**src/rtl/usfc_regs.vh**
```
// register offsets, field positions, reset values and timing counts of the serial flow block
`ifndef USFC_REGS_VH
`define USFC_REGS_VH
// register word addresses
`define USFC_ADDR_FIFO 4'h0
`define USFC_ADDR_CTRL 4'h1
`define USFC_ADDR_TXB 4'h2
`define USFC_ADDR_RXB 4'h3
`define USFC_ADDR_IRQ_STAT 4'h4
`define USFC_ADDR_IRQ_MASK 4'h5
// fifo status fields
`define USFC_F_TX_WRITE_ERROR 7
`define USFC_F_STOP_DETECT_MODE 6
`define USFC_F_TX_BUFFER_EMPTY 5
`define USFC_F_TX_BUFFER_FULL 4
`define USFC_F_RX_PIN_IDLE 3
`define USFC_F_FLOW 2
`define USFC_F_RX_BUFFER_EMPTY 1
`define USFC_F_RX_BUFFER_FULL 0
// control fields
`define USFC_C_TRANSMIT_ENABLE 0
`define USFC_C_RUN_ON_OVERFLOW 1
`define USFC_C_FLOW_SEL_LO 2
`define USFC_C_FLOW_SEL_HI 3
`define USFC_C_RESET 8'h00
`define USFC_FLOW_SEL_SW 2'h1
// control characters
`define USFC_CHAR_SUSPEND 8'h13
`define USFC_CHAR_RESUME 8'h11
// interrupt status bits
`define USFC_I_RXDATA 0
`define USFC_I_OVF 1
`define USFC_I_TX_WRITE_ERROR 2
`define USFC_I_FLOW 3
`define USFC_I_WIDTH 4
// default bit time in clocks
`define USFC_BAUD_DIV 16'h0868
`endif

```
**src/rtl/usfc_core.v**
```verilog
// serial transmitter/receiver with software flow control and fifo status
//
// Behaviour
// - flow control select value 01 enables suspend/resume character handling
// - suspend character is 13h, resume character is 11h
// - flow state resets to resumed, transmission allowed
// - on suspend, finish current character, then start no further ones
// - stay suspended until a resume character is received
// - toggling transmit enable forces the flow state to resumed
// - with run-on-overflow set, control characters are processed regardless of buffer
// - with run-on-overflow clear, overflow suspends control character processing
// - drive-enable output steers an external line transceiver direction
// - flow state readable at fifo status bit 2, one means enabled
// - writing transmit buffer while full sets write error bit 7, software clears
// - receive idle bit 3 is one while the receive pin is idle
// - receive empty bit 1 reads one when empty, writing one flushes
`timescale 1ns/1ps
`include "usfc_regs.vh"
module usfc_core #(
  parameter DEPTH = 4,
  parameter AW = 2,
  parameter [15:0] BAUD_DIV = `USFC_BAUD_DIV
)(
  // clock and reset
  input wire clk,
  input wire srst,
  // register port
  input wire [3:0] addr,
  input wire [7:0] wdata,
  input wire wr,
  input wire rd,
  output reg [7:0] rdata,
  // serial line
  input wire rxd,
  output reg txd,
  output reg transmit_drive_enable,
  // interrupt
  output reg irq
);
  // ==========================================================
  // state and storage
  reg rx_s1, rx_s2;
  reg [7:0] ctrl;
  reg transmit_enable_d;
  reg flow_on;
  reg tx_write_error;
  reg rx_ovf_hold;
  reg [3:0] istat, imask;
  reg [7:0] txq [0:DEPTH-1];
  reg [7:0] rxq [0:DEPTH-1];
  reg [AW:0] tx_cnt, rx_cnt;
  reg [AW-1:0] tx_rp, tx_wp, rx_rp, rx_wp;
  reg [15:0] btick_cnt;
  reg [3:0] tx_bit;
  reg [9:0] tx_sh;
  reg tx_busy;
  reg [15:0] rx_tcnt;
  reg [3:0] rx_bit;
  reg [7:0] rx_sh;
  reg rx_busy;
  wire sel_sw = ctrl[`USFC_C_FLOW_SEL_HI:`USFC_C_FLOW_SEL_LO] == `USFC_FLOW_SEL_SW;
  wire tx_full = tx_cnt == DEPTH;
  wire tx_empty = tx_cnt == 0;
  wire rx_full = rx_cnt == DEPTH;
  wire rx_empty = rx_cnt == 0;
  wire btick = btick_cnt == BAUD_DIV - 16'h0001;
  wire fifo_wr = wr && addr == `USFC_ADDR_FIFO;
  wire ctrl_wr = wr && addr == `USFC_ADDR_CTRL;
  wire txb_wr = wr && addr == `USFC_ADDR_TXB;
  wire rxb_rd = rd && addr == `USFC_ADDR_RXB;
  wire rx_flush = fifo_wr && wdata[`USFC_F_RX_BUFFER_EMPTY];
  wire tx_discard = fifo_wr && wdata[`USFC_F_TX_BUFFER_EMPTY];
  wire tx_push = txb_wr && !tx_full;
  wire tx_start = tx_busy == 1'b0 && !tx_empty && ctrl[`USFC_C_TRANSMIT_ENABLE] && flow_on
                  && btick;
  wire rx_done = rx_busy && rx_bit == 4'h9 && rx_tcnt == BAUD_DIV - 16'h0001;
  wire rx_stop_ok = rx_done && rx_s2;
  wire rx_push = rx_stop_ok && !rx_full && !rx_flush;
  wire rx_ovf = rx_stop_ok && rx_full;
  wire rx_pop = rxb_rd && !rx_empty && !rx_flush;
  // control characters count only while processing is allowed
  wire flow_live = sel_sw && (ctrl[`USFC_C_RUN_ON_OVERFLOW] || !rx_ovf_hold);
  wire got_suspend = rx_stop_ok && flow_live && rx_sh == `USFC_CHAR_SUSPEND;
  wire got_resume = rx_stop_ok && flow_live && rx_sh == `USFC_CHAR_RESUME;
  wire transmit_enable_toggle = ctrl[`USFC_C_TRANSMIT_ENABLE] != transmit_enable_d;
  // status shows the forced state already in the cycle before flow_on follows
  wire flow_seen = flow_on || !sel_sw || transmit_enable_toggle;
  wire [3:0] ev;
  assign ev = {got_suspend | got_resume, txb_wr & tx_full, rx_ovf, rx_push};

  // ==========================================================
  // receive pin synchroniser
  always @(posedge clk)
  begin
    if (srst)
    begin
      rx_s1 <= 1'b1;
      rx_s2 <= 1'b1;
    end
    else
    begin
      rx_s1 <= rxd;
      rx_s2 <= rx_s1;
    end
  end

  // ==========================================================
  // control, flow state and error flags
  always @(posedge clk)
  begin
    if (srst)
    begin
      ctrl <= `USFC_C_RESET;
      transmit_enable_d <= 1'b0;
      flow_on <= 1'b1;
      tx_write_error <= 1'b0;
      rx_ovf_hold <= 1'b0;
    end
    else
    begin
      if (ctrl_wr)
        ctrl <= wdata;
      transmit_enable_d <= ctrl[`USFC_C_TRANSMIT_ENABLE];
      // flow state update
      if (!sel_sw || transmit_enable_toggle)
        flow_on <= 1'b1;
      else if (got_suspend)
        flow_on <= 1'b0;
      else if (got_resume)
        flow_on <= 1'b1;
      // write error: set wins over software clear
      if (txb_wr && tx_full)
        tx_write_error <= 1'b1;
      else if (fifo_wr && !wdata[`USFC_F_TX_WRITE_ERROR])
        tx_write_error <= 1'b0;
      // overflow holds processing off until the next buffer read or flush
      if (rx_ovf)
        rx_ovf_hold <= 1'b1;
      else if (rx_flush || rx_pop)
        rx_ovf_hold <= 1'b0;
    end
  end

  // ==========================================================
  // bit rate divider
  always @(posedge clk)
  begin
    if (srst || btick)
      btick_cnt <= 16'h0000;
    else
      btick_cnt <= btick_cnt + 16'h0001;
  end

  // ==========================================================
  // transmit queue and shifter
  always @(posedge clk)
  begin
    if (srst)
    begin
      tx_cnt <= {(AW+1){1'b0}};
      tx_rp <= {AW{1'b0}};
      tx_wp <= {AW{1'b0}};
      tx_busy <= 1'b0;
      tx_bit <= 4'h0;
      tx_sh <= 10'h3FF;
      txd <= 1'b1;
      transmit_drive_enable <= 1'b0;
    end
    else
    begin
      if (tx_push)
      begin
        txq[tx_wp] <= wdata;
        tx_wp <= tx_wp + 1'b1;
      end
      if (tx_discard)
      begin
        tx_busy <= 1'b0;
        txd <= 1'b1;
        transmit_drive_enable <= 1'b0;
      end
      else if (tx_start)
      begin
        tx_sh <= {1'b1, txq[tx_rp], 1'b0};
        tx_rp <= tx_rp + 1'b1;
        tx_busy <= 1'b1;
        tx_bit <= 4'h0;
        transmit_drive_enable <= 1'b1;
        txd <= 1'b0;
      end
      else if (tx_busy && btick)
      begin
        if (tx_bit == 4'h9)
        begin
          tx_busy <= 1'b0;
          transmit_drive_enable <= 1'b0;
          txd <= 1'b1;
        end
        else
        begin
          tx_bit <= tx_bit + 4'h1;
          txd <= tx_sh[tx_bit + 4'h1];
        end
      end
      tx_cnt <= tx_cnt + {{AW{1'b0}}, tx_push} - {{AW{1'b0}}, tx_start && !tx_discard};
    end
  end

  // ==========================================================
  // receive shifter and queue
  always @(posedge clk)
  begin
    if (srst)
    begin
      rx_busy <= 1'b0;
      rx_tcnt <= 16'h0000;
      rx_bit <= 4'h0;
      rx_sh <= 8'h00;
      rx_cnt <= {(AW+1){1'b0}};
      rx_rp <= {AW{1'b0}};
      rx_wp <= {AW{1'b0}};
    end
    else
    begin
      if (!rx_busy)
      begin
        if (!rx_s2)
        begin
          rx_busy <= 1'b1;
          rx_tcnt <= BAUD_DIV >> 1;
          rx_bit <= 4'h0;
        end
      end
      else if (rx_tcnt == BAUD_DIV - 16'h0001)
      begin
        rx_tcnt <= 16'h0000;
        if (rx_bit == 4'h0 && rx_s2)
          rx_busy <= 1'b0;
        else if (rx_bit == 4'h9)
          rx_busy <= 1'b0;
        else
        begin
          if (rx_bit != 4'h0)
            rx_sh <= {rx_s2, rx_sh[7:1]};
          rx_bit <= rx_bit + 4'h1;
        end
      end
      else
        rx_tcnt <= rx_tcnt + 16'h0001;
      if (rx_push)
      begin
        rxq[rx_wp] <= rx_sh;
        rx_wp <= rx_wp + 1'b1;
      end
      if (rx_pop)
        rx_rp <= rx_rp + 1'b1;
      if (rx_flush)
      begin
        rx_cnt <= {(AW+1){1'b0}};
        rx_rp <= rx_wp;
      end
      else
        rx_cnt <= rx_cnt + {{AW{1'b0}}, rx_push} - {{AW{1'b0}}, rx_pop};
    end
  end

  // ==========================================================
  // interrupt status, mask and output
  always @(posedge clk)
  begin
    if (srst)
    begin
      istat <= 4'h0;
      imask <= 4'h0;
      irq <= 1'b0;
    end
    else
    begin
      if (wr && addr == `USFC_ADDR_IRQ_MASK)
        imask <= wdata[3:0];
      if (wr && addr == `USFC_ADDR_IRQ_STAT)
        istat <= (istat & ~wdata[3:0]) | ev;
      else
        istat <= istat | ev;
      irq <= |(istat & imask);
    end
  end

  // ==========================================================
  // read data, one cycle after the strobe
  always @(posedge clk)
  begin
    if (srst)
      rdata <= 8'h00;
    else if (rd)
    begin
      case (addr)
        `USFC_ADDR_FIFO:
          rdata <= {tx_write_error, 1'b0, tx_empty && !tx_busy, tx_full,
                    !rx_busy && rx_s2, flow_seen, rx_empty, rx_full};
        `USFC_ADDR_CTRL: rdata <= ctrl;
        `USFC_ADDR_RXB: rdata <= rx_empty ? 8'h00 : rxq[rx_rp];
        `USFC_ADDR_IRQ_STAT: rdata <= {4'h0, istat};
        `USFC_ADDR_IRQ_MASK: rdata <= {4'h0, imask};
        default: rdata <= 8'h00;
      endcase
    end
  end
endmodule

```
**config.mk**
```make
export PLATFORM = sky130hd
export DESIGN_NAME = usfc_core
export DESIGN_NICKNAME = d
export VERILOG_FILES = /design/src/rtl/usfc_core.v
export VERILOG_INCLUDE_DIRS = /design/src /design/src/rtl
export SDC_FILE = /design/constraint.sdc
export NUM_CORES = 1
export LEC_CHECK = 0
export BUFFER_PORTS_ARGS = -buffer_cell sky130_fd_sc_hd__buf_4
export CORE_ASPECT_RATIO = 0.8
export CORE_UTILIZATION = 42
export DETAILED_ROUTE_END_ITERATION = 16
export PLACE_DENSITY = 0.62
export SETUP_SLACK_MARGIN = 0.5
export SKIP_CTS_REPAIR_TIMING = 1
export SLEW_MARGIN = 20
export SYNTH_ARGS = -nofsm -noshare
export SYNTH_HDL_FRONTEND = slang
export SYNTH_SLANG_ARGS = --single-unit
```
**constraint.sdc**
```tcl
create_clock -name clk -period 3 [get_ports clk]
set_input_delay 0.15 -clock clk [delete_from_list [all_inputs] [get_ports clk]]
set_output_delay 0.15 -clock clk [all_outputs]
set_load 0.005 [all_outputs]
```
==> results.py, run 1 <==
metrics = {
    "outcome": {
        "outcome": "finished, violations left",
        "violations": "design-rule violations",
    },
    "sta": {
        "setup_viol": 0,
        "final.setup_skew_ns": 0.0134,
        "relSlewSlack": 0.558,
        "slew_viol_final": 0,
        "finalSetupTns_ns": 0,
        "min_period_ns": 2.79,
        "period_share": 0.930,
        "rsz0062_at_grt": "yes",
        "worst_slew_pin_slew_ns": 0.646,
        "final-hold-violation-count": 0,
        "max_clock_freq_mhz": 359,
    },
    "pwr": {
        "powerDensity_mw_per_mm2": 531,
        "peakVddDrop_uv": 396,
        "p_leak_nw": 3.10,
    },
    "yosys": {
        "synth.avg_cell_area_um2": 11.1,
        "synth_nets": 721,
        "synth_top_family_by_area": "simple AND/OR/NAND/NOR gates",
        "synthXorXnorAreaFrac": 0.0371,
        "synth_common_cells": "dfxtp_1, nor2_1, edfxtp_1, nand2_1, nand3_1",
        "synth.most_common_cell": "dfxtp_1",
        "yosys_warnings": 0,
        "synth-edff-count": 64,
        "syn_area_mm2": 0.00755,
        "synth.distinct_cells": 64,
        "synth_simple_gate_area_frac": 0.182,
        "synthMuxAreaShare": 0.0738,
        "synth-compound-area-share": 0.102,
        "synth_top_area_cell": "dfxtp_1",
        "ys_seq_elements": 171,
        "synth_fa_ha_area_frac": 0.0368,
        "postSynthCellCount": 683,
        "synth-seq-area-share": 0.538,
        "ys.flop_type": "dfxtp_1",
        "synth.area.top_cells": "dfxtp_1, edfxtp_1, mux4_2, nor2_1, ha_1",
        "synth_top_cell_area_share": 0.284,
        "async_reset_ff_frac": 0,
    },
    "cts": {
        "numCtsBuffers": 17,
        "h-tree-depth": 4,
        "clk_latency_ns": 0.44,
        "clockBufferDepth": 2,
        "clk_pin_slew_worst_paths_ns": 0.07,
        "cts.sink_count": 171,
        "cts_tree": "yes",
        "clockRootBuffer": "clkbuf_16",
    },
    "routing": {
        "drt-pass1-iter-count": 13,
        "num_vias": 5299,
        "vias_per_cell": 5.53,
        "wirelength_mm": 16.7,
        "ant_nets": 0,
        "drc": 2,
        "drt-initial-drc-count": 391,
        "wl_per_cell_um": 17.4,
    },
    "setup_path": {
        "crit_top_cell": "inv_2",
        "cp_data_required_time_ns": 3.29,
        "path_max_fanout": 4,
        "crit_slowest_cell": "or4_4",
        "cpLargestDelayFamily": "simple AND/OR/NAND/NOR gates",
        "cp-start-kind": "flip-flop",
        "crit_type": "reg2reg",
        "cp.arrival_ns": 3.08,
        "path_cells": "or4_4 -> nor4_4 -> and4_4 -> inv_2 -> ha_4 -> inv_2 -> ha_4 -> inv_2 -> fa_2 -> xor2_1 -> xnor2_1 -> nor3_1",
        "max_stage_delay_ns": 0.55,
        "crit_path_end_kind": "flip-flop",
        "path_buf_inv": 3,
    },
    "final_layout": {
        "area_growth_syn_to_layout_pct": 16.7,
        "drive_above_1_share": 0.196,
        "multi_input_area_mm2": 0.00337,
        "fin_area_mm2": 0.00881,
        "seq_area_mm2": 0.00408,
        "diodes": 0,
        "nets": 760,
        "fill_cells": 1524,
    },
    "die": {
        "core-area_mm2": 0.0175,
        "start_util": 0.432,
        "dieArea_mm2": 0.0185,
        "die_x_um": 152,
        "pin_count": 28,
        "die_y_um": 122,
        "rows": 43,
    },
    "global_route": {
        "grt_max_degree": 61,
        "overflow": 0,
        "antenna_found_initial": 0,
        "grt_pass1_vias": 5103,
        "grt_pass1_wl_mm": 27.1,
        "grt_usage": 0.191,
    },
    "placed_design": {
        "gp_congestion": 0.837,
        "port_buffers": 27,
        "dpl.hpwl_mm": 11.6,
        "dpl_cell_area_mm2": 0.00809,
    },
    "worst_hold_path": {
        "min_path_type": "in2reg",
    },
    "flow_run": {
        "cap_viol_max_count": 0,
    },
}
-- layer usage --
| metal | up-vias | wire length (µm) | track usage |
|---|---|---|---|
| met3 | 24 | 842 | 0.0434 |
| met2 | 124 | 7710 | 0.303 |
| met1 | 2584 | 7880 | 0.256 |
| li1 | 2567 | - | - |
| met5 | - | 0 | 0 |
| met4 | 0 | 263 | 0.0740 |
-- kinds of logic after synthesis --
logic type,count (synthesis)
multiplexers,33
flip-flops,171
AND/OR/NAND/NOR,253
XOR/XNOR,32
adder cells (fa/ha/maj),21
buffers and inverters,61
AO/OA/AOI/OAI,112
-- stage by stage --
step | hold slack, ns | cells | total power [mW] | util | worst slack [ns]
after global placement | 0.345 | 916 | 2.64 | 0.463 | 0.228
after CTS | -0.109 | 947 | 4.71 | 0.494 | 0.172
after global routing | 0.0551 | 959 | 4.84 | 0.504 | 0.0783
after floorplan | 0.249 | 683 | 2.57 | - | 0.250
after detailed placement | 0.350 | 916 | 2.64 | 0.463 | 0.191
final | 0.0624 | 959 | 4.68 | 0.504 | 0.211
-- placed cells by master (no fill, tap or decap), types with 6 or more instances in the layout --
master	n
nor3_1	10
buf_4	42
ha_1	13
clkbuf_16	17
o21ai_0	20
a31oi_1	6
nand2b_1	11
nor2_1	67
xnor2_1	17
inv_2	6
mux2i_1	14
inv_1	23
mux4_2	18
nand3_1	32
dfxtp_2	7
nor2b_1	17
dfxtp_1	98
dlygate4sd3_1	9
a211o_1	9
nand4_1	8
edfxtp_1	64
a21oi_1	32
nand2_1	44
and2_1	6
and3_1	11
xor2_1	14
-- worst paths after layout --
kind	end	cells after the start	startpoint	slack [ns]
setup reg to reg	rx_cnt[2]$_SDFF_PP0_	12	rx_tcnt[10]$_SDFFE_PP0P_	0.21
setup / recovery	rx_cnt[2]$_SDFF_PP0_	12	rx_tcnt[10]$_SDFFE_PP0P_	0.21
hold reg to reg	rx_s2$_SDFF_PP1_	1	rx_s1$_SDFF_PP1_	0.42
hold / removal	rdata[6]$_SDFFE_PP0P_	3	rd	0.06
-- registers in the layout, summed over array words and instances, names as in the netlist, 4 cells and up, named ones only --
name and flops:
ctrl 8, rx_bit 4, tx_bit 4, rx_sh 8
btick_cnt 16, txq 32, rx_tcnt 16, rdata 8
istat 4, imask 4, rxq 32, tx_sh 9
-- worst reg2reg max path: stages (launching register included) --
cell,delay (ns)
dfxtp_4,0.35
or4_4,0.55
nor4_4,0.32
and4_4,0.28
inv_2,0.05
ha_4,0.20
inv_2,0.06
ha_4,0.12
inv_2,0.03
fa_2,0.32
xor2_1,0.15
xnor2_1,0.16
nor3_1,0.06
-- layout make-up --
type,count,area share
Inverter,29,0.0124
Clock buffer,17,0.0483
Clock inverter,14,0.0142
Timing Repair Buffer,52,0.0473
Tap cell,225,0.0320
Multi-Input combinational cell,451,0.383
Sequential cell,171,0.463
-- where the power goes --
group          internal (mW)  switching, mW
Sequential              2.41         0.0162
Clock                   1.09          0.992
Combinational         0.0694          0.104
Power figures use the tool's default switching activity.
==> run 2: changes to the inputs <==
--- a/config.mk
+++ b/config.mk
@@ -8,9 +8,9 @@
 export LEC_CHECK = 0
 export BUFFER_PORTS_ARGS = -buffer_cell sky130_fd_sc_hd__buf_4
 export CORE_ASPECT_RATIO = 0.8
-export CORE_UTILIZATION = 42
+export CORE_UTILIZATION = 35
 export DETAILED_ROUTE_END_ITERATION = 16
-export PLACE_DENSITY = 0.62
+export PLACE_DENSITY = 0.54
 export SETUP_SLACK_MARGIN = 0.5
 export SKIP_CTS_REPAIR_TIMING = 1
 export SLEW_MARGIN = 20
==> results.py, run 2 (synthesis results as in run 1) <==
metrics = {
    "final_layout": {
        "final_common_cell": "dfxtp_1",
        "nets": 766,
        "final_cell_mix": "dfxtp_1, nor2_1, edfxtp_1, buf_4, nand2_1",
        "diodes": 0,
        "fill_cells": 1928,
        "reg_top3": "rxq (32), txq (32)",
        "area_growth_syn_to_layout_pct": 18.9,
        "drive_above_1_share": 0.202,
    },
    "routing": {
        "dr_wl_met2_mm": 7.81,
        "num_vias": 5244,
        "vias_per_cell": 5.19,
        "top_layer": "met4",
        "ant_nets": 0,
        "wl_met3_um": 516,
        "drt-pass1-iter-count": 5,
        "wirelength_mm": 17.0,
        "drt-initial-drc-count": 415,
        "drc": 0,
        "wl_per_cell_um": 16.9,
        "wl_met1_mm": 8.46,
    },
    "setup_path": {
        "cp_data_required_time_ns": 3.35,
        "crit_start": "rx_tcnt[4]$_SDFFE_PP0P_",
        "path_max_fanout": 7,
        "cp.arrival_ns": 3.20,
        "crit_type": "reg2reg",
        "path_buf_inv": 3,
        "path_cells": "or4_4 -> nor4_4 -> and4_4 -> inv_4 -> ha_4 -> inv_4 -> ha_4 -> inv_2 -> fa_2 -> xor2_2 -> xnor2_1 -> nor3_1",
        "max_stage_delay_ns": 0.53,
        "ff2ff_setup_slack_ns": 0.16,
        "crit_slowest_cell": "or4_4",
        "r2r_start": "rx_tcnt[4]$_SDFFE_PP0P_",
        "crit_path_end_kind": "flip-flop",
        "cpLargestDelayFamily": "simple AND/OR/NAND/NOR gates",
        "cp-start-kind": "flip-flop",
    },
    "cts": {
        "clk_pin_slew_worst_paths_ns": 0.07,
        "cts.sink_count": 171,
        "numCtsBuffers": 17,
        "clockRootBuffer": "clkbuf_16",
        "cts_tree": "yes",
        "clk_latency_ns": 0.43,
        "h-tree-depth": 4,
        "clockBufferDepth": 2,
    },
    "sta": {
        "worst_slew_pin_slew_ns": 0.606,
        "max_clock_freq_mhz": 352,
        "slew_viol_final": 0,
        "setup_viol": 0,
        "rsz0062_at_grt": "yes",
        "min_period_ns": 2.84,
        "whs_ns": 0.0178,
        "finalSetupTns_ns": 0,
        "period_share": 0.948,
        "relSlewSlack": 0.595,
        "final.setup_skew_ns": 0.0125,
        "final-hold-violation-count": 0,
    },
    "placed_design": {
        "gp_congestion": 0.826,
        "port_buffers": 27,
        "dpl.hpwl_mm": 11.8,
    },
    "global_route": {
        "grt_pass1_wl_mm": 27.6,
        "overflow": 0,
        "grt_max_degree": 35,
        "grt_pass1_vias": 5082,
        "antenna_found_initial": 0,
        "grt_usage": 0.160,
    },
    "pwr": {
        "clock_power_share": 0.460,
        "peakVddDrop_uv": 390,
        "combPwrFrac": 0.037,
        "netSwitchingPower_mw": 1.20,
        "pwr-share-seq": 0.503,
        "swShare": 0.249,
        "powerDensity_mw_per_mm2": 537,
        "intPower_mw": 3.62,
        "p_leak_nw": 3.16,
    },
    "die": {
        "pin_count": 28,
        "rows": 47,
        "start_util": 0.361,
        "die_x_um": 166,
        "dieArea_mm2": 0.0222,
        "die_y_um": 133,
        "core-area_mm2": 0.0209,
    },
    "outcome": {
        "outcome": "complete, no violations",
    },
    "worst_hold_path": {
        "worstHoldStart": "wdata[1]",
        "min_path_type": "in2reg",
    },
    "flow_run": {
        "cap_viol_max_count": 0,
    },
}
run 2: cell count changes in the layout (fill, tap and decap cells not counted), sizes merged:
cell,delta
clkinv,+5
buf,+7
clkinvlp,-1
dlygate4sd3,-1
inv,-3
run 2: path summary, 6_finish.rpt:
path	to	cells past startpoint
setup / recovery	rx_cnt[2]$_SDFF_PP0_	12
hold / removal	txq[2][1]$_DFFE_PP_	1
setup reg to reg	rx_cnt[2]$_SDFF_PP0_	12
hold reg to reg	rx_s2$_SDFF_PP1_	1
run 2: area by class of cell:
cell class	instances	area, µm²	area share
Sequential cell	171	4080	0.455
Timing Repair Buffer	58	459	0.0511
Multi-Input combinational cell	451	3370	0.375
Clock inverter	15	194	0.0216
Tap cell	269	337	0.0375
Clock buffer	17	425	0.0474
Inverter	29	114	0.0127
run 2: power groups by stage:
stage	registers (mW)	logic, mW	clock network [mW]
2_1_floorplan	2.48	0.0982	0
3_3_place_gp	2.48	0.162	0
3_5_place_dp	2.48	0.165	0
4_1_cts	2.43	0.166	2.27
5_1_grt	2.43	0.195	2.37
6_report	2.42	0.178	2.22
run 2: metrics by stage:
| stage | setup WS, ns | cells | util | total power, mW | cell area (µm²) |
|---|---|---|---|---|---|
| global route | 0.0512 | 1010 | 0.429 | 4.99 | 8980 |
| detailed placement | 0.154 | 963 | 0.390 | 2.64 | 8170 |
| CTS | 0.120 | 995 | 0.420 | 4.86 | 8790 |
| finish | 0.155 | 1010 | 0.429 | 4.82 | 8980 |
| floorplan | 0.250 | 683 | - | 2.57 | 7660 |
| global placement | 0.238 | 963 | 0.390 | 2.64 | 8170 |
run 2: layer usage:
layer / GRT usage / up-vias
met3: 0.0303 / 21
met4: 0.0535 / 0
met1: 0.223 / 2566
met2: 0.248 / 79
li1: - / 2578
met5: 0 / -
